## config.mk

```make
export PLATFORM = sky130hd
export DESIGN_NAME = oscillator_switch_controller
export DESIGN_NICKNAME = d
export VERILOG_FILES = /design/src/common/osc_switch_pkg.sv /design/src/rtl/osc_wait_timer.sv /design/src/rtl/oscillator_switch_controller.sv
export SDC_FILE = /design/constraint.sdc
export NUM_CORES = 1
export LEC_CHECK = 0
export BUFFER_PORTS_ARGS = -buffer_cell sky130_fd_sc_hd__buf_2
export CAP_MARGIN = 30
export CORE_UTILIZATION = 55
export CTS_CLUSTER_SIZE = 8
export DETAILED_ROUTE_END_ITERATION = 8
export MAX_ROUTING_LAYER = met4
export PLACE_DENSITY = 0.95
export SLEW_MARGIN = 5
export SYNTH_ARGS = -nofsm -noshare
export SYNTH_HDL_FRONTEND = slang
export SYNTH_SLANG_ARGS = --single-unit
export TNS_END_PERCENT = 5
```

## constraint.sdc

```tcl
create_clock -name clock -period 3 [get_ports clock]
set_input_delay 0.45 -clock clock [delete_from_list [all_inputs] [get_ports clock]]
set_output_delay 0.45 -clock clock [all_outputs]
set_load 0.03 [all_outputs]
```

## src/common/osc_switch_pkg.sv

```systemverilog
// Constants shared by the oscillator switch controller and its testbench.
package osc_switch_pkg;
   // ----------------------------------------
   // Source codes
   // ----------------------------------------
   localparam logic [2:0] SRC_FAST_RC = 3'h0;
   localparam logic [2:0] SRC_FAST_RC_PLL = 3'h1;
   localparam logic [2:0] SRC_PRIMARY = 3'h2;
   localparam logic [2:0] SRC_PRIMARY_PLL = 3'h3;
   localparam logic [2:0] SRC_SECONDARY = 3'h4;
   localparam logic [2:0] SRC_LOW_POWER_RC = 3'h5;
   // ----------------------------------------
   // Unlock keys
   // ----------------------------------------
   localparam logic [31:0] KEY_FIRST = 32'hAA996655;
   localparam logic [31:0] KEY_SECOND = 32'h556699AA;
   // ----------------------------------------
   // Control register field positions and reset values
   // ----------------------------------------
   localparam int CUR_LSB = 12;
   localparam int NEXT_LSB = 8;
   localparam int SEC_EN_BIT = 1;
   localparam int REQ_BIT = 0;
   localparam logic [2:0] NEXT_RESET = 3'h0;
   localparam logic SEC_EN_RESET = 1'b0;
   localparam logic SWITCH_DISABLED = 1'b1;
   // ----------------------------------------
   // Timing
   // ----------------------------------------
   localparam int CLOCK_HZ = 20000000;
   localparam int STARTUP_TIME_US = 50;
   localparam int STARTUP_CYCLES = (STARTUP_TIME_US * (CLOCK_HZ / 1000000) > 0) ?
                                   STARTUP_TIME_US * (CLOCK_HZ / 1000000) : 1;
   localparam int PLL_LOCK_TIMEOUT_CYCLES = 4000;
endpackage

```

## src/rtl/osc_wait_timer.sv

```systemverilog
// Down-counting wait timer with start strobe and one-cycle done pulse.
`timescale 1ns/1ns
module osc_wait_timer #(
   parameter int WIDTH = 16
) (
   input wire logic clock,
   input wire logic rst,
   input wire logic start,
   input wire logic [WIDTH-1:0] load,
   input wire logic abort,
   output logic done,
   output logic busy
);
   typedef struct packed {
      logic [WIDTH-1:0] count;
      logic busy;
      logic done;
   } timer_s;
   timer_s state_q;
   timer_s state_d;

   always_comb begin
      state_d = state_q;
      state_d.done = 1'b0;
      if (abort) begin
         state_d.busy = 1'b0;
         state_d.count = '0;
      end else if (start) begin
         state_d.busy = 1'b1;
         state_d.count = load;
      end else if (state_q.busy) begin
         if (state_q.count <= WIDTH'(1)) begin
            state_d.busy = 1'b0;
            state_d.done = 1'b1;
            state_d.count = '0;
         end else begin
            state_d.count = state_q.count - WIDTH'(1);
         end
      end
   end

   always_ff @(posedge clock) begin
      if (rst) begin
         state_q <= '0;
      end else begin
         state_q <= state_d;
      end
   end

   assign done = state_q.done;
   assign busy = state_q.busy;
endmodule

```

## src/rtl/oscillator_switch_controller.sv

```systemverilog
// Run-time system clock source switch controller with key-unlocked control bits.
`timescale 1ns/1ns
module oscillator_switch_controller #(
   parameter int STARTUP_COUNT = osc_switch_pkg::STARTUP_CYCLES,
   parameter int TIMER_WIDTH = 16
) (
   input wire logic clock,
   input wire logic rst,
   input wire logic switchMonitorCfgBit,
   input wire logic [2:0] initialSourceCfg,
   input wire logic primaryIsCrystal,
   input wire logic oscOutPinFunction,
   input wire logic keyWrite,
   input wire logic [31:0] keyData,
   input wire logic ctrlWrite,
   input wire logic [2:0] nextSourceWrData,
   input wire logic requestWrData,
   input wire logic secEnableWrData,
   input wire logic sleepEntry,
   input wire logic failSafeEvent,
   input wire logic [7:0] sourceRunning,
   input wire logic [7:0] sourceUsedByOthers,
   input wire logic pllLock,
   output logic registerLockState,
   output logic [2:0] currentSourceStatus,
   output logic [2:0] nextSourceSel,
   output logic switchRequestBit,
   output logic secondaryOscEnable,
   output logic [7:0] sourceEnable,
   output logic [2:0] systemClockSel,
   output logic primaryInPinIsOsc,
   output logic primaryOutPinIsOsc,
   output logic primaryOutPinIsClock,
   output logic secondaryPinsAreOsc
);
   // ----------------------------------------
   // State
   // ----------------------------------------
   typedef enum logic [1:0] {LOCKED, KEY1_SEEN, UNLOCKED} lock_e;
   typedef enum logic [2:0] {IDLE, START, WAIT_STARTUP, WAIT_LOCK, COMMIT} sw_e;
   typedef struct packed {
      lock_e lock;
      sw_e sw;
      logic [2:0] cur;
      logic [2:0] nxt;
      logic req;
      logic secEn;
      logic [7:0] srcEn;
      logic inOsc;
      logic outOsc;
      logic outClk;
      logic secPins;
      logic boot;
      logic lockedOut;
      logic [7:0] runMeta;
      logic [7:0] runSync;
      logic pllMeta;
      logic pllSync;
   } ctl_s;
   ctl_s s_q;
   ctl_s s_d;

   logic timerStart;
   logic timerDone;
   logic timerBusy;
   logic switchEnabled;
   logic unlocked;
   logic [2:0] target;
   logic targetPll;
   logic curPll;
   logic [7:0] needed;

   assign switchEnabled = (switchMonitorCfgBit == 1'b0);
   assign unlocked = (s_q.lock == UNLOCKED);
   assign target = s_q.nxt;
   assign targetPll = (target == osc_switch_pkg::SRC_FAST_RC_PLL) ||
                      (target == osc_switch_pkg::SRC_PRIMARY_PLL);
   assign curPll = (s_q.cur == osc_switch_pkg::SRC_FAST_RC_PLL) ||
                   (s_q.cur == osc_switch_pkg::SRC_PRIMARY_PLL);

   osc_wait_timer #(
      .WIDTH(TIMER_WIDTH)
   ) u_startup (
      .clock(clock),
      .rst(rst),
      .start(timerStart),
      .load(TIMER_WIDTH'(STARTUP_COUNT)),
      .abort(s_q.sw == IDLE),
      .done(timerDone),
      .busy(timerBusy)
   );

   // ----------------------------------------
   // Next state
   // ----------------------------------------
   always_comb begin
      s_d = s_q;
      timerStart = 1'b0;
      needed = '0;
      // Oscillator status comes from free-running analogue parts, so only the second stage is
      // read; a switch therefore sees a new running or lock level two cycles late.
      s_d.runMeta = sourceRunning;
      s_d.runSync = s_q.runMeta;
      s_d.pllMeta = pllLock;
      s_d.pllSync = s_q.pllMeta;
      // Unlock sequence; a stray value always relocks.
      if (keyWrite) begin
         if (keyData == osc_switch_pkg::KEY_FIRST) begin
            s_d.lock = KEY1_SEEN;
         end else if (keyData == osc_switch_pkg::KEY_SECOND && s_q.lock == KEY1_SEEN) begin
            s_d.lock = UNLOCKED;
         end else begin
            s_d.lock = LOCKED;
         end
      end
      // Software writes take effect only while unlocked.
      if (ctrlWrite && unlocked) begin
         s_d.nxt = nextSourceWrData;
         s_d.secEn = secEnableWrData;
         if (requestWrData && switchEnabled && s_q.sw == IDLE) begin
            s_d.req = 1'b1;
         end
      end
      unique case (s_q.sw)
         IDLE: begin
            if (s_q.req) begin
               if (s_q.nxt == s_q.cur) begin
                  s_d.req = 1'b0;
               end else if (targetPll && curPll) begin
                  s_d.req = 1'b0;
               end else begin
                  s_d.sw = START;
               end
            end
         end
         START: begin
            // Waits while the target is absent; request stays set meanwhile.
            if (s_q.runSync[target]) begin
               if ((target == osc_switch_pkg::SRC_PRIMARY ||
                    target == osc_switch_pkg::SRC_PRIMARY_PLL) && primaryIsCrystal) begin
                  timerStart = 1'b1;
                  s_d.sw = WAIT_STARTUP;
               end else begin
                  s_d.sw = targetPll ? WAIT_LOCK : COMMIT;
               end
            end
         end
         WAIT_STARTUP: begin
            if (timerDone) begin
               s_d.sw = targetPll ? WAIT_LOCK : COMMIT;
            end
         end
         WAIT_LOCK: begin
            if (s_q.pllSync) begin
               s_d.sw = COMMIT;
            end
         end
         COMMIT: begin
            s_d.cur = s_q.nxt;
            s_d.req = 1'b0;
            s_d.sw = IDLE;
         end
         default: begin
            s_d.sw = IDLE;
         end
      endcase
      // Sleep aborts a pending switch and keeps the old source.
      if (sleepEntry && s_q.sw != IDLE) begin
         s_d.sw = IDLE;
         s_d.req = 1'b0;
         s_d.cur = s_q.cur;
      end
      if (failSafeEvent && switchEnabled) begin
         s_d.cur = osc_switch_pkg::SRC_FAST_RC;
         s_d.req = 1'b0;
         s_d.sw = IDLE;
      end
      if (!switchEnabled) begin
         s_d.req = 1'b0;
         s_d.sw = IDLE;
         s_d.cur = initialSourceCfg;
      end
      if (s_q.boot) begin
         s_d.cur = initialSourceCfg;
         s_d.boot = 1'b0;
      end
      // Oscillator enables: current source, pending target, helpers, secondary.
      needed[s_d.cur] = 1'b1;
      if (s_d.sw != IDLE) begin
         needed[s_d.nxt] = 1'b1;
      end
      needed = needed | sourceUsedByOthers;
      if (s_d.secEn) begin
         needed[osc_switch_pkg::SRC_SECONDARY] = 1'b1;
      end
      s_d.srcEn = needed;
      // Primary pin functions follow the active source; secondary pins follow the secondary source's bit of the oscillator enables.
      s_d.inOsc = (s_d.cur == osc_switch_pkg::SRC_PRIMARY ||
                   s_d.cur == osc_switch_pkg::SRC_PRIMARY_PLL);
      s_d.outOsc = s_d.inOsc && primaryIsCrystal;
      s_d.outClk = !s_d.outOsc && oscOutPinFunction;
      s_d.secPins = needed[osc_switch_pkg::SRC_SECONDARY];
      s_d.lockedOut = (s_d.lock != UNLOCKED);
   end

   // ----------------------------------------
   // Registers
   // ----------------------------------------
   always_ff @(posedge clock) begin
      if (rst) begin
         s_q.lock <= LOCKED;
         s_q.sw <= IDLE;
         s_q.cur <= osc_switch_pkg::SRC_FAST_RC;
         s_q.nxt <= osc_switch_pkg::NEXT_RESET;
         s_q.req <= 1'b0;
         s_q.secEn <= osc_switch_pkg::SEC_EN_RESET;
         s_q.srcEn <= 8'h01;
         s_q.inOsc <= 1'b0;
         s_q.outOsc <= 1'b0;
         s_q.outClk <= 1'b0;
         s_q.secPins <= 1'b0;
         s_q.boot <= 1'b1;
         s_q.lockedOut <= 1'b1;
         s_q.runMeta <= 8'h00;
         s_q.runSync <= 8'h00;
         s_q.pllMeta <= 1'b0;
         s_q.pllSync <= 1'b0;
      end else begin
         s_q <= s_d;
      end
   end

   // The old source keeps clocking the core through the commit cycle.
   assign registerLockState = s_q.lockedOut;
   assign currentSourceStatus = s_q.cur;
   assign systemClockSel = s_q.cur;
   assign nextSourceSel = s_q.nxt;
   assign switchRequestBit = s_q.req;
   assign secondaryOscEnable = s_q.secEn;
   assign sourceEnable = s_q.srcEn;
   assign primaryInPinIsOsc = s_q.inOsc;
   assign primaryOutPinIsOsc = s_q.outOsc;
   assign primaryOutPinIsClock = s_q.outClk;
   assign secondaryPinsAreOsc = s_q.secPins;

   // ----------------------------------------
   // Checks
   // ----------------------------------------
   a_req_held_off: assert property (@(posedge clock) disable iff (rst)
      switchMonitorCfgBit |=> !switchRequestBit) else $error("request set while disabled");
   a_cur_follows_cfg: assert property (@(posedge clock) disable iff (rst)
      switchMonitorCfgBit ##1 switchMonitorCfgBit
      |-> currentSourceStatus == $past(initialSourceCfg))
      else $error("current source not from config");
   a_unlock_pair: assert property (@(posedge clock) disable iff (rst)
      keyWrite && keyData == osc_switch_pkg::KEY_FIRST ##1
      keyWrite && keyData == osc_switch_pkg::KEY_SECOND |=> !registerLockState)
      else $error("key pair did not unlock");
   a_relock_stray: assert property (@(posedge clock) disable iff (rst)
      keyWrite && keyData != osc_switch_pkg::KEY_FIRST && keyData != osc_switch_pkg::KEY_SECOND
      |=> registerLockState) else $error("stray key did not relock");
   a_locked_ignore: assert property (@(posedge clock) disable iff (rst)
      registerLockState && !keyWrite |=> $stable(nextSourceSel) && $stable(secondaryOscEnable))
      else $error("locked field changed");
   a_redundant_clear: assert property (@(posedge clock) disable iff (rst || sleepEntry)
      s_q.sw == IDLE && switchRequestBit && nextSourceSel == currentSourceStatus && !failSafeEvent
      |=> !switchRequestBit) else $error("redundant request kept");
   a_pll_refused: assert property (@(posedge clock) disable iff (rst)
      s_q.sw == IDLE && switchRequestBit && curPll && targetPll |=> s_q.sw == IDLE)
      else $error("PLL to PLL switch started");
   a_sleep_abort: assert property (@(posedge clock) disable iff (rst)
      sleepEntry && s_q.sw != IDLE && !failSafeEvent && !switchMonitorCfgBit
      |=> !switchRequestBit && $stable(currentSourceStatus)) else $error("sleep did not abort");
   a_commit_copy: assert property (@(posedge clock) disable iff (rst)
      s_q.sw == COMMIT && !failSafeEvent && !switchMonitorCfgBit && !sleepEntry
      |=> currentSourceStatus == $past(nextSourceSel) && !switchRequestBit)
      else $error("commit did not copy");
   a_sec_running: assert property (@(posedge clock) disable iff (rst)
      secondaryOscEnable |-> sourceEnable[osc_switch_pkg::SRC_SECONDARY])
      else $error("secondary oscillator off while enabled");
   a_startup_wait: assert property (@(posedge clock) disable iff (rst)
      s_q.sw == WAIT_STARTUP |-> timerBusy || timerDone)
      else $error("start-up timer idle while waiting");
endmodule

```

Word level (Yosys, flattened, before mapping)
Index checks and enable logic that the tools add are counted.
{ "classes": {"n_mul": 0, "muxes": 39, "n_bitwise": 4, "div": 0, "reduce_logical": 25, "eq_ne": 17, "addsub": 1, "shifts": 0, "order_cmp": 6} }
{ "op_table": {"columns": ["operator", "count"], "rows": [
  ["$eq 32x31->1 const B", 1],
  ["$eq 32x32->1 const B", 1],
  ["$mux 3", 10],
  ["$eq 3x2->1 const B", 7],
  ["$mux 20", 1],
  ["$mux 6", 3],
  ["$le 16x1->1 const B", 1],
  ["$mux 16", 1],
  ["$or 8x8->8", 2],
  ["$sub 16x1->16 const B", 1],
  ["$logic_and 1x1->1", 12],
  ["$lt 3x4->1 const B", 3],
  ["$mux 12", 1],
  ["$pmux 3 s4", 1],
  ["$mux 1", 11],
  ["$mux 11", 1],
  ["$eq 3x1->1 const B", 3],
  ["$mux 2", 4],
  ["$mux 8", 1],
  ["$reduce_or 4->1", 2],
  ["$demux 1 s3", 2],
  ["$ge 3x1->1 const B", 2],
  ["$reduce_bool 3->1", 2],
  ["$mux 5", 1],
  ["other kinds (14)", 18]
]} }
{ "word_totals": {"rom_bits": 0, "mem_count": 0, "regBits": 63, "latchBits": 0, "ram_bits": 0, "elab_cells": 113, "out_inout_bits": 24, "inputBits": 66} }

Depth between registers and ports, before layout
Gate-level depths: netlist of the first run.
{ "logic_depth": {"word_depth": 19, "mapped_depth": 7, "ltp_nobuf": 7} }

Modules after synthesis
From an unflattened synthesis of the first run, not the netlist that was laid out.
{ "hier_totals": {"cells_unflattened": 365, "hier_area_um2": 3261.9} }
{ "by_module_without_submodules": {"columns": ["mod", "cells_each", "area_each_um2", "seq_area_each_um2", "n_inst"], "rows": [
  ["oscillator_switch_controller", 232, 2160.8, 880.8, 1],
  ["osc_wait_timer", 133, 1101.1, 360.3, 1]
]} }

Worst setup path before layout of the first run
No wires, ideal clock.
{ "synth_timing": {"path_type": "register to register", "startpoint": "register s_q[41] (netlist bit)", "endpoint": "register s_q (netlist bit sourceEnable[7])", "setup_time_ns": 0.079, "synth_period_minus_slack_ns": 1.811, "slack_ns": 1.189, "required_ns": 2.921, "path_stages_with_launch": 8, "t_arrival_ns": 1.732, "path_buffers": 2, "path_cell_list": "dfxtp_1 -> buf_6 -> nor4b_4 -> mux2i_1 -> a2bb2oi_1 -> buf_6 -> or4_4 -> o221ai_2"} }
{ "synth_via": {"elab_chain_len": 13, "word_cells_on_any_way": 28, "cone_classes": "2 x order compare; 4 x eq/ne; 15 x mux; 2 x bitwise; 5 x reduce/logical"} }
{ "synth_rtl": {"columns": ["item", "line", "rtl"], "rows": [
  ["from (decl)", "oscillator_switch_controller.sv:60", "ctl_s s_q;"],
  ["$eq 3x3->1 / $reduce_bool 3->1 (equally long branches)", "oscillator_switch_controller.sv:124, oscillator_switch_controller.sv:168", null],
  ["$mux 3 / $logic_and 1x1->1 (equally long branches)", "oscillator_switch_controller.sv:124, oscillator_switch_controller.sv:168", null],
  ["$mux 6 (*)", "oscillator_switch_controller.sv:168", "if (sleepEntry && s_q.sw != IDLE) begin"],
  ["$mux 6 (*)", "oscillator_switch_controller.sv:173", "if (failSafeEvent && switchEnabled) begin"],
  ["$mux 6 (*)", "oscillator_switch_controller.sv:178", "if (!switchEnabled) begin"],
  ["$mux 3", "oscillator_switch_controller.sv:183", "if (s_q.boot) begin"],
  ["$lt 3x4->1 (not written as such) / $ge 3x1->1 (equally long branches)", "oscillator_switch_controller.sv:188", "needed[s_d.cur] = 1'b1;"],
  ["$logic_and 1x1->1 (not written as such)", "oscillator_switch_controller.sv:188", null],
  ["$mux 1 (not written as such)", "oscillator_switch_controller.sv:188", null],
  ["$demux 1 s3", "oscillator_switch_controller.sv:188", null],
  ["$or 8x8->8 (no line)", null, null],
  ["$mux 8 (*)", "oscillator_switch_controller.sv:189", "if (s_d.sw != IDLE) begin"],
  ["$or 8x8->8 (*)", "oscillator_switch_controller.sv:192", "needed = needed | sourceUsedByOthers;"]
]} }
Mark *: on every way between the ends. The rest lies on a longest branch, timed or not.
A chain may end at the register's enable or synchronous reset.

Worst setup path in the final report of the first run
{ "layout_timing": {"startpoint": "register s_q[42] (netlist bit)", "endpoint": "register s_q (netlist bit sourceEnable[3])"} }
Same word-level chain as after synthesis.

==> qor.txt, run 1 <==
outcome: finished clean
Core Region: 0.00520 mm^2
CP max stage cell: a2bb2oi_1
clock root buffer: clkbuf_8
most frequent cells in the layout: buf_2 (89), dfxtp_1 (62), nor2_1 (34)
part of the cycle the worst path needs: 77.2%
CP startpoint: s_q[42]
Hold-fix buffers, CTS: 0
Clock Skew: 0.0119 ns
Largest stage delay, worst path: 0.67 ns
critical path cell sequence: nor4b_4 -> mux2i_1 -> a2bb2oi_1 -> a31oi_1 -> o22ai_1
Seq pwr share: 44.5%
first-pass GRT wire length: 11900 um
async set-reset flop share out of synthesis: 0%
Top FF cell, synth: dfxtp_1
Num CTS Buffers: 9
FILL cells: 394
Ys Warns: 0
hold depth: 3
Layout Nets: 475
reg2reg end: sourceEnable[3]
CP max FO: 11
vias in the first global route: 2760
initial antenna violation count: 0
Slew Limit Headroom: 47.7%
htree depth: 3
delay-heaviest family, CP: compound AO/OA/AOI/OAI gates
CP Capture Point: sourceEnable[3]
Worst-Margin Slew: 0.782 ns
Static Leak: 1.49 nW
vias: 2819
MaxCap Viol Count: 0
min Tclk post-route: 2.32 ns
top sig layer: met4
reg2reg path depth: 5
Cells after Synth: 337
Congestion Overflow GR: 0
first-pass detailed-route iteration total: 6
Post-Syn Area: 0.00303 mm^2
post-route ant nets: 0
largest net degree at the start of global routing: 45
Worst EP arrival: 2.59 ns
Boundary Pins: 90
DIE HEIGHT: 76.2 um
Die Area: 0.00581 mm^2
Hold WC Path Type: input port to flop
Net Sw Power: 0.450 mW
Yosys reg bits: 62
Die X: 76.2 um
Post-CTS Resized: 0
CTS tree: done
Seq/Total Area, Yosys: 41.0%
Worst Path Required: 3.28 ns
Iteration-0 DRC Markers: 242
CP Capture Type: flop
Logic pwr share: 8.7%
Fmax achieved: 0.432 GHz
synth-to-layout area growth: 19.2%
unrepaired setup endpoints after global routing: no
Routed met1 length: 2850 um
EDFF count, synth: 0
logic depth of the worst path, buffers included: 5
Core Util, Final: 69.4%
Hold Violations, Final: 0
Critical Path Start Type: flop
worst vdd ir: 374 uV
Post-CTS Setup Inserts: 0
Setup violations, final: 0
clock share of power: 46.8%
r2r startpoint: s_q[42]
Cell variety after synth: 59
sw frac: 23.4%
Total Routed Length: 7260 um
CP Buf/Inv Count: 0
WL met3: 503 um
routed length per instance: 15.1 um
Internal: 1.47 mW
DR WL met2: 3660 um
R2R setup slack: 0.68 ns
Worst-path clk slew: 0.08 ns
HPWL Detailed: 5260 um
Power per Cell Area: 532 mW/mm^2
CTS max path bufs: 2
setup_tns: 0 ns
commonest non-fill, non-tap cell in the layout: buf_2
syn avg cell area: 8.99 um^2
Ant. Diodes: 0
Cell Rows: 26
Syn Nets: 405
IO buf count: 89
# DRC: 0
drt via density: 5.85
# clock sinks: 62
max-slew violation count: 0
Setup CP Type: flop to flop
Initial Util: 58.2%
GP Congestion: 0.927
clk_lat worst skew: 0.35 ns
total global routing track utilization: 26.9%
share of layout cells above drive strength 1: 27.9%
-- routing by layer --
layer,vias up,global-route usage [%]
li1,1338,-
met1,1278,28.9
met2,166,44.1
met3,37,7.43
met4,0,16.2
met5,-,-
-- cell type report --
class,count,area [um^2],share of cell area [%]
multi-input combinational,233,1550,42.8
sequential,62,1240,34.3
timing repair buffer,89,445,12.3
clock buffer,9,124,3.43
clock inverter,7,123,3.39
tap,70,87.6,2.42
inverter,12,45.0,1.25
-- flip-flops by register name (all words and copies together) (netlist names), 3 cells and up --
signal and count:
currentSourceStatus 3, nextSourceSel 3, s_d 9, s_q 15
sourceEnable 8, u_startup.state_q 16
-- worst min-delay path, delay by kind of cell --
kind	cells	cell delay, ns
AOI/OAI and AO/OA	2	0.09
buffers and inverters	1	0.08
-- worst min-delay path by stage --
stage | from | end | slack [ns]
after floorplan | s_d[0] | s_q[0] | 0.41
after global placement | s_d[8] | s_q[8] | 0.42
after detailed placement | s_d[8] | s_q[8] | 0.42
after CTS | sourceUsedByOthers[0] | sourceEnable[0] | 0.29
after global routing | sourceUsedByOthers[0] | sourceEnable[0] | 0.29
final | sourceUsedByOthers[0] | sourceEnable[0] | 0.30
-- cells by family (layout without fill, tap and decap cells) --
| group | after synthesis | in the layout | share of synthesized area, % |
|---|---|---|---|
| and+or+nand+nor | 151 | 151 | 29.4 |
| DFF | 62 | 62 | 41.0 |
| xor gates and xnor gates | 13 | 13 | 3.76 |
| AOI/OAI and AO/OA | 53 | 53 | 12.0 |
| adders and majority gates | 2 | 2 | 0.826 |
| muxes | 14 | 14 | 5.08 |
| buffers and inverters | 42 | 117 | 7.97 |
-- cell usage after synthesis, types with 2 or more instances --
library cell  number  area, um^2
dfxtp_1           62        1240
nor2_1            34         128
nand2_1           24        90.1
nor2b_1           18         113
buf_4             17         128
a21oi_1           13        65.1
nor4bb_1          13         130
mux2i_1           12         120
inv_1             11        41.3
nor3_1            11        55.1
clkbuf_1           7        26.3
xnor2_1            7        61.3
a31oi_1            6        37.5
nand3_1            6        30.0
nand4_1            6        37.5
o21ai_0            6        30.0
or4_1              6        45.0
xor2_1             6        52.6
nor4_1             5        31.3
buf_2              4        20.0
nand2b_1           4        25.0
o221ai_1           4        35.0
or3_1              4        25.0
nand3b_1           3        22.5
nand4b_1           3        26.3
a211o_1            2        17.5
a21o_1             2        15.0
a311oi_1           2        17.5
and3_1             2        12.5
buf_6              2        22.5
ha_1               2        25.0
o21a_1             2        15.0
o21ai_1            2        10.0
o22ai_1            2        12.5
o31ai_1            2        15.0
or2_2              2        12.5
-- metrics by stage --
stage                     cell area (um^2)  cells  power, mW  worst slack [ns]  hold slack [ns]
after global placement                3370    466       1.03             0.805            0.421
final                                 3610    482       1.92             0.684            0.300
after floorplan                       3030    337      0.979              1.19            0.414
after global routing                  3610    482       1.98             0.572            0.293
after detailed placement              3370    466       1.04             0.713            0.420
after CTS                             3610    482       1.93             0.728            0.289
-- power groups by stage --
stage	Sequential, mW	Clock (mW)	Combinational (mW)
after floorplan	0.878	0	0.102
after global placement	0.873	0	0.157
after detailed placement	0.874	0	0.164
after CTS	0.856	0.908	0.166
after global routing	0.857	0.948	0.178
final	0.856	0.899	0.167
No activity file was read; power rests on OpenSTA's default activity.
==> inputs of run 2 (changes only) <==
- ABC_AREA: not set -> 1
- CORE_UTILIZATION: 55 -> 47
- PLACE_DENSITY: 0.95 -> 0.87
- clock period: 3 -> 2.1 ns (I/O delays scaled with it)
==> run 2 against run 1 <==
  * The flow now finishes with violations (design-rule violations)
  * Clock skew is 0.00071 ns higher
  * Sequential power is 43% higher
  * Clock-buffer cell count is 4 higher
  * Combinational power is 52% higher
  * Power is 39% higher
  * Largest power group is now sequential cells
  * Flip-flop and latch count stayed put
  * First-iteration DRC count is 14% lower
  * Critical path depth is 6 higher
==> qor.txt, run 2 <==
routed length per instance: 10.8 um (-29%)
reg2reg path depth: 11 (+6)
area leader, netlist: dfxtp_1
Worst Path Required: 2.31 ns (-0.97 ns)
Initial Util: 48.6% (-9.7 points)
CTS max path bufs: 2 (unchanged)
top cells by count, synth: nand2_1 (91), nor2_1 (75), inv_1 (71)
Cell Rows: 30 (+15%)
synth-to-layout area growth: 20.4%
Ant. Diodes: 0 (unchanged)
IO buf count: 89 (unchanged)
delay-heaviest family, CP: simple AND/OR/NAND/NOR gates
vias in the first global route: 2860 (+3.6%)
CP startpoint: nextSourceSel[0]
Syn Nets: 540 (+33%)
R2R setup slack: 0.34 ns (-0.34 ns)
most frequent cells in the layout: nand2_1 (91), buf_2 (89), nor2_1 (75)
Yosys reg bits: 62 (unchanged)
Static Leak: 1.96 nW (+31%)
Post-CTS Resized: 0 (unchanged)
reg2reg end: sourceEnable[1]
Post-CTS Setup Inserts: 0 (unchanged)
Die Area: 0.00736 mm^2 (+27%)
FILL cells: 596 (+51%)
critical path cell sequence: inv_2 -> nor2_4 -> inv_2 -> o21ai_0 -> nand2_1 -> a21oi_1 -> nand2_1 -> o21bai_4 -> nand2_4 -> nand2_1 -> a21oi_1
Worst-path clk slew: 0.07 ns (about the same)
first-pass detailed-route iteration total: 6 (unchanged)
Power per Cell Area: 674 mW/mm^2 (+27%)
post-route ant nets: 0 (unchanged)
vias: 3096 (+9.8%)
CTS tree: done
part of the cycle the worst path needs: 83.6% (+6.4 points)
Fmax achieved: 0.570 GHz (+32%)
# DRC: 2 (+2)
# clock sinks: 62 (unchanged)
post-synth top area share: 37.6% (-3.3 points)
Congestion Overflow GR: 0 (unchanged)
CP Capture Type: flop
Cell variety after synth: 39 (-34%)
drt via density: 4.74 (-19%)
Ys Warns: 0 (unchanged)
EDFF count, synth: 0 (unchanged)
worst vdd ir: 252 uV (-32%)
Clock Skew: 0.0126 ns (+0.000713 ns)
initial antenna violation count: 0 (unchanged)
Iteration-0 DRC Markers: 208 (-14%)
unrepaired setup endpoints after global routing: no
Slew Limit Headroom: 69.0% (+21 points)
Worst-Margin Slew: 0.460 ns (-0.322 ns)
top-count cell post-synth: nand2_1
total global routing track utilization: 21.1% (-5.7 points)
setup_tns: 0 ns (unchanged)
CP Capture Point: sourceEnable[1]
clock root buffer: clkbuf_8
Setup violations, final: 0 (unchanged)
ranking of synthesized cells by area: dfxtp_1 (38%), nand2_1 (10%), nor2_1 (8.5%), inv_1 (8.1%), buf_4 (3.9%)
Boundary Pins: 90 (unchanged)
design area: 0.00397 mm^2 (+9.9%)
GP Congestion: 0.937 (+1.0%)
Critical Path Most Common Cell: nand2_1
Hold Violations, Final: 0 (unchanged)
Largest stage delay, worst path: 0.47 ns (-0.20 ns)
max reg flops: 16 (unchanged)
MaxCap Viol Count: 0 (unchanged)
min Tclk post-route: 1.76 ns (-0.560 ns)
htree depth: 3 (unchanged)
Hold WC Path Type: input port to flop
r2r startpoint: nextSourceSel[0]
HPWL Detailed: 5420 um (+3.1%)
Num CTS Buffers: 9 (unchanged)
Cells after Synth: 472 (+40%)
first-pass GRT wire length: 12100 um (+1.0%)
Hold-fix buffers, CTS: 0 (unchanged)
commonest non-fill, non-tap cell in the layout: nand2_1
CP Buf/Inv Count: 2 (+2)
Post-Syn Area: 0.00330 mm^2 (+8.9%)
outcome: finished, violations left
Reg with most FFs: u_startup.state_q
dpl cell area: 0.00374 mm^2 (+11%)
Top FF cell, synth: dfxtp_1
share of layout cells above drive strength 1: 28.4% (+0.45 points)
CP max FO: 8 (-3)
clk_lat worst skew: 0.34 ns (about the same)
DIE HEIGHT: 85.8 um (+13%)
Seq/Total Area, Yosys: 37.6% (-3.3 points)
Total Routed Length: 7030 um (-3.2%)
logic depth of the worst path, buffers included: 11 (+6)
CP max stage cell: dfxtp_1
Layout Nets: 620 (+31%)
Critical Path Start Type: flop
Die X: 85.8 um (+13%)
Setup CP Type: flop to flop
failing checks: design-rule violations
syn avg cell area: 6.99 um^2 (-22%)
hold depth: 3 (unchanged)
max-slew violation count: 0 (unchanged)
Worst EP arrival: 1.97 ns (-0.62 ns)
async set-reset flop share out of synthesis: 0% (unchanged)
Core Region: 0.00679 mm^2 (+31%)
largest net degree at the start of global routing: 28 (-38%)
## run 2: cell count changes in the layout (fill, tap and decap cells not counted), sizes merged, moves of 8 or more
cell,before,now
nor4bb,13,0
nor2b,18,0
nand2,24,97
nor2,34,84
nand3,6,27
nor3,11,19
mux2i,12,0
o21ai,8,16
inv,12,83
## run 2: worst min path at each step
stage	end	slack, ns	start
global route	s_d[5]	0.17	sourceRunning[3]
detailed placement	s_q[8]	0.40	s_d[8]
global placement	s_q[9]	0.39	s_d[9]
CTS	sourceEnable[0]	0.16	sourceUsedByOthers[0]
floorplan	s_q[19]	0.34	rst
finish	sourceEnable[0]	0.17	sourceUsedByOthers[0]
## run 2: worst reg2reg max path: stages (launching register included)
cell and delay (ns):
dfxtp_1 0.47, inv_2 0.15, nor2_4 0.18, inv_2 0.04, o21ai_0 0.08, nand2_1 0.09
a21oi_1 0.13, nand2_1 0.12, o21bai_4 0.15, nand2_4 0.10, nand2_1 0.08, a21oi_1 0.05
## run 2: layout make-up
class                      count  area, um^2  share of cell area, %
timing repair buffer          92         468                   11.8
sequential                    62        1240                   31.3
tap                           96         120                   3.02
clock inverter                 3        65.1                   1.64
clock buffer                  13         169                   4.25
inverter                      83         314                   7.91
multi-input combinational    304        1590                   40.1
## run 2: power by group
| group | total (mW) | switching, mW | leakage [nW] | internal [mW] |
|---|---|---|---|---|
| combinational | 0.254 | 0.154 | 1.33 | 0.0998 |
| clock | 1.20 | 0.438 | 0.120 | 0.764 |
| sequential | 1.22 | 0.0122 | 0.507 | 1.21 |
| total | 2.68 | 0.604 | 1.96 | 2.07 |
## run 2: cell families after synthesis
logic type,after synthesis,share of synthesized area [%]
simple gates,244,34.6
buf+inv,106,14.1
flops,62,37.6
compound gates,48,10.3
xor+xnor,10,2.65
fa+ha+maj,2,0.758
## run 2: metal layers
| metal | vias up | GRT usage [%] | routed length [um] |
|---|---|---|---|
| li1 | 1620 | - | - |
| met1 | 1350 | 26.0 | 3270 |
| met2 | 105 | 32.2 | 3190 |
| met3 | 21 | 3.85 | 373 |
| met4 | 0 | 13.0 | 195 |
| met5 | - | - | 0 |
## run 2: through the flow
step / std cells / total power, mW / hold WS, ns / setup WS, ns / util (%)
after floorplan: 472 / 1.42 / 0.343 / 0.628 / -
after global placement: 637 / 1.50 / 0.392 / 0.425 / 55.0
after detailed placement: 637 / 1.50 / 0.396 / 0.389 / 55.0
after CTS: 653 / 2.70 / 0.158 / 0.380 / 58.5
after global routing: 653 / 2.78 / 0.174 / 0.189 / 58.5
final: 653 / 2.68 / 0.173 / 0.345 / 58.5
==> inputs of run 3 (changes only) <==
- ABC_AREA: 1 -> 0
- CORE_UTILIZATION: 47 -> 46
- PLACE_DENSITY: 0.87 -> 0.86
- clock period: 2.1 -> 1.5 ns (I/O delays scaled with it)
==> run 3 against run 2 <==
  * The run ends with negative setup slack left
  * Sequential share of layout area is 2.1 points lower
  * Clock power grew 33%
  * Critical endpoint is now sourceEnable[4]
  * Hold slack worse by 0.087 ns
  * Critical path type unchanged
  * Final area rose by 8.0%
  * Combinational power rose by 59%
==> qor.txt, run 3 (synthesis results as in run 1) <==
outcome: finished, violations left
failing checks: negative setup slack
IO buf count: 89 (unchanged)
clock root buffer: clkbuf_8
r2r startpoint: s_q[40]
HPWL Detailed: 5820 um (+7.3%)
unrepaired setup endpoints after global routing: yes
share of layout cells above drive strength 1: 44.8% (+16 points)
critical path cell sequence: nor4b_4 -> buf_6 -> mux2i_4 -> o31ai_2 -> or3_4 -> o221ai_1
Power per Cell Area: 866 mW/mm^2 (+28%)
Initial Util: 47.7% (-0.84 points)
R2R setup slack: -0.37 ns (-0.71 ns)
clk_lat worst skew: 0.34 ns (about the same)
met1 usage: 27.9% (+1.9 points)
total global routing track utilization: 25.1% (+3.9 points)
Largest stage delay, worst path: 0.37 ns (-0.10 ns)
CP Capture Type: flop
initial antenna violation count: 0 (unchanged)
min Tclk post-route: 1.87 ns (+0.113 ns)
Hold Violations, Final: 0 (unchanged)
Total Routed Length: 8680 um (+24%)
dpl cell area: 0.00386 mm^2 (+3.3%)
htree depth: 3 (unchanged)
CTS max path bufs: 2 (unchanged)
DIE HEIGHT: 83.2 um (-3.1%)
CP max stage cell: dfxtp_4
GRT busiest layer: met2
hold depth: 1 (-2)
reg2reg path depth: 6 (-5)
Core Region: 0.00635 mm^2 (-6.5%)
grt met2 use: 41.4% (+9.1 points)
Worst Path Required: 1.75 ns (-0.56 ns)
synth-to-layout area growth: 41.6%
GP Congestion: 0.927 (-1.1%)
CP startpoint: s_q[40]
largest net degree at the start of global routing: 26 (-7.1%)
vias in the first global route: 2945 (+3.0%)
Setup CP Type: flop to flop
vias: 3100 (+0.13%)
GR Layer Usage met3: 5.57% (+1.7 points)
Worst-Margin Slew: 0.420 ns (-0.0402 ns)
design area: 0.00429 mm^2 (+8.0%)
Non-Filler Instances: 552 (-15%)
CTS tree: done
Ant. Diodes: 0 (unchanged)
Critical Path Start Type: flop
Final WS setup: -0.369 ns (-0.713 ns)
Die X: 83.2 um (-3.1%)
WHS: 0.0857 ns (-0.0874 ns)
drt via density: 5.62 (+18%)
Clock Skew: 0.00813 ns (-0.00450 ns)
Hold WC Path Type: input port to flop
Die Area: 0.00692 mm^2 (-6.0%)
most frequent cells in the layout: buf_2 (89), buf_4 (61), dfxtp_1 (56)
placed cell count: 535 (-16%)
reg2reg end: sourceEnable[4]
Congestion Overflow GR: 0 (unchanged)
Static Leak: 1.87 nW (-4.4%)
Total Power: 3.71 mW (+39%)
max-slew violation count: 0 (unchanged)
Setup violations, final: 35 (+35)
CP max FO: 5 (-3)
Internal: 2.86 mW (+38%)
Num CTS Buffers: 9 (unchanged)
part of the cycle the worst path needs: 125% (+41 points)
Seq pwr share: 46.0% (+0.4 points)
Fmax achieved: 0.535 GHz (-6.1%)
# clock sinks: 62 (unchanged)
Net Sw Power: 0.856 mW (+42%)
Iteration-0 DRC Markers: 254 (+22%)
sw frac: 23.0% (+0.50 points)
hold path startpoint: rst
FILL cells: 463 (-22%)
first-pass GRT wire length: 13400 um (+11%)
Slew Limit Headroom: 71.9% (+2.9 points)
Worst EP arrival: 2.12 ns (+0.15 ns)
max reg flops: 16 (unchanged)
Layout Nets: 538 (-13%)
Worst-path clk slew: 0.07 ns (about the same)
Boundary Pins: 90 (unchanged)
routed length per instance: 15.7 um (+46%)
post-route ant nets: 0 (unchanged)
delay-heaviest family, CP: simple AND/OR/NAND/NOR gates
Cell Rows: 29 (-3.3%)
commonest non-fill, non-tap cell in the layout: buf_2
# DRC: 0 (-2)
Logic pwr share: 10.9% (+1.4 points)
clock share of power: 43.1% (-1.8 points)
worst vdd ir: 899 uV (+260%)
Reg with most FFs: u_startup.state_q
first-pass detailed-route iteration total: 5 (-1)
CP Buf/Inv Count: 1 (-1)
MaxCap Viol Count: 0 (unchanged)
worst hold endpoint: s_q[19]
-- run 3: cell type report --
type	count	area (um^2)	area share, %
well taps	77	96.3	2.25
multi-input cells	234	1770	41.2
repair buffers	151	915	21.3
inverters	12	45.0	1.05
clock inverters	4	70.1	1.63
flip-flops and latches	62	1250	29.2
clock buffers	12	145	3.38
-- run 3: through the flow --
stage | setup slack (ns) | setup TNS [ns] | util (%)
after floorplan | -0.247 | -5.33 | -
after global placement | -0.300 | -7.82 | 60.8
after detailed placement | -0.352 | -9.39 | 60.8
after CTS | -0.311 | -7.91 | 65.7
after global routing | -0.436 | -10.88 | 67.6
final | -0.369 | -8.55 | 67.6
-- run 3: power groups by stage --
stage / Sequential (mW) / Clock (mW) / Combinational [mW]
2_1_floorplan: 1.75 / 0 / 0.205
3_3_place_gp: 1.74 / 0 / 0.356
3_5_place_dp: 1.74 / 0 / 0.367
4_1_cts: 1.71 / 1.62 / 0.376
5_1_grt: 1.71 / 1.71 / 0.436
6_report: 1.71 / 1.60 / 0.405
-- run 3: worst max path at each step --
stage,to,cells after the start
2_1_floorplan,sourceEnable[7],7
4_1_cts,sourceEnable[5],6
3_3_place_gp,u_startup.state_q[9],6
6_report,sourceEnable[4],6
3_5_place_dp,sourceEnable[6],6
5_1_grt,sourceEnable[0],6
-- run 3: what timing repair did --
action / CTS / global route
hold buffers: 0 / 0
setup endpoints to repair: 35 / 37
gates cloned: 1 / 0
setup buffers: 1 / 0
pin swaps: 4 / 16
gates resized for setup: 18 / 28
-- run 3: per-layer routing --
layer,share of wire (%),vias to the layer above
met5,0,-
met4,4.3,0
met3,7.0,35
met2,49,177
met1,39,1419
li1,-,1469
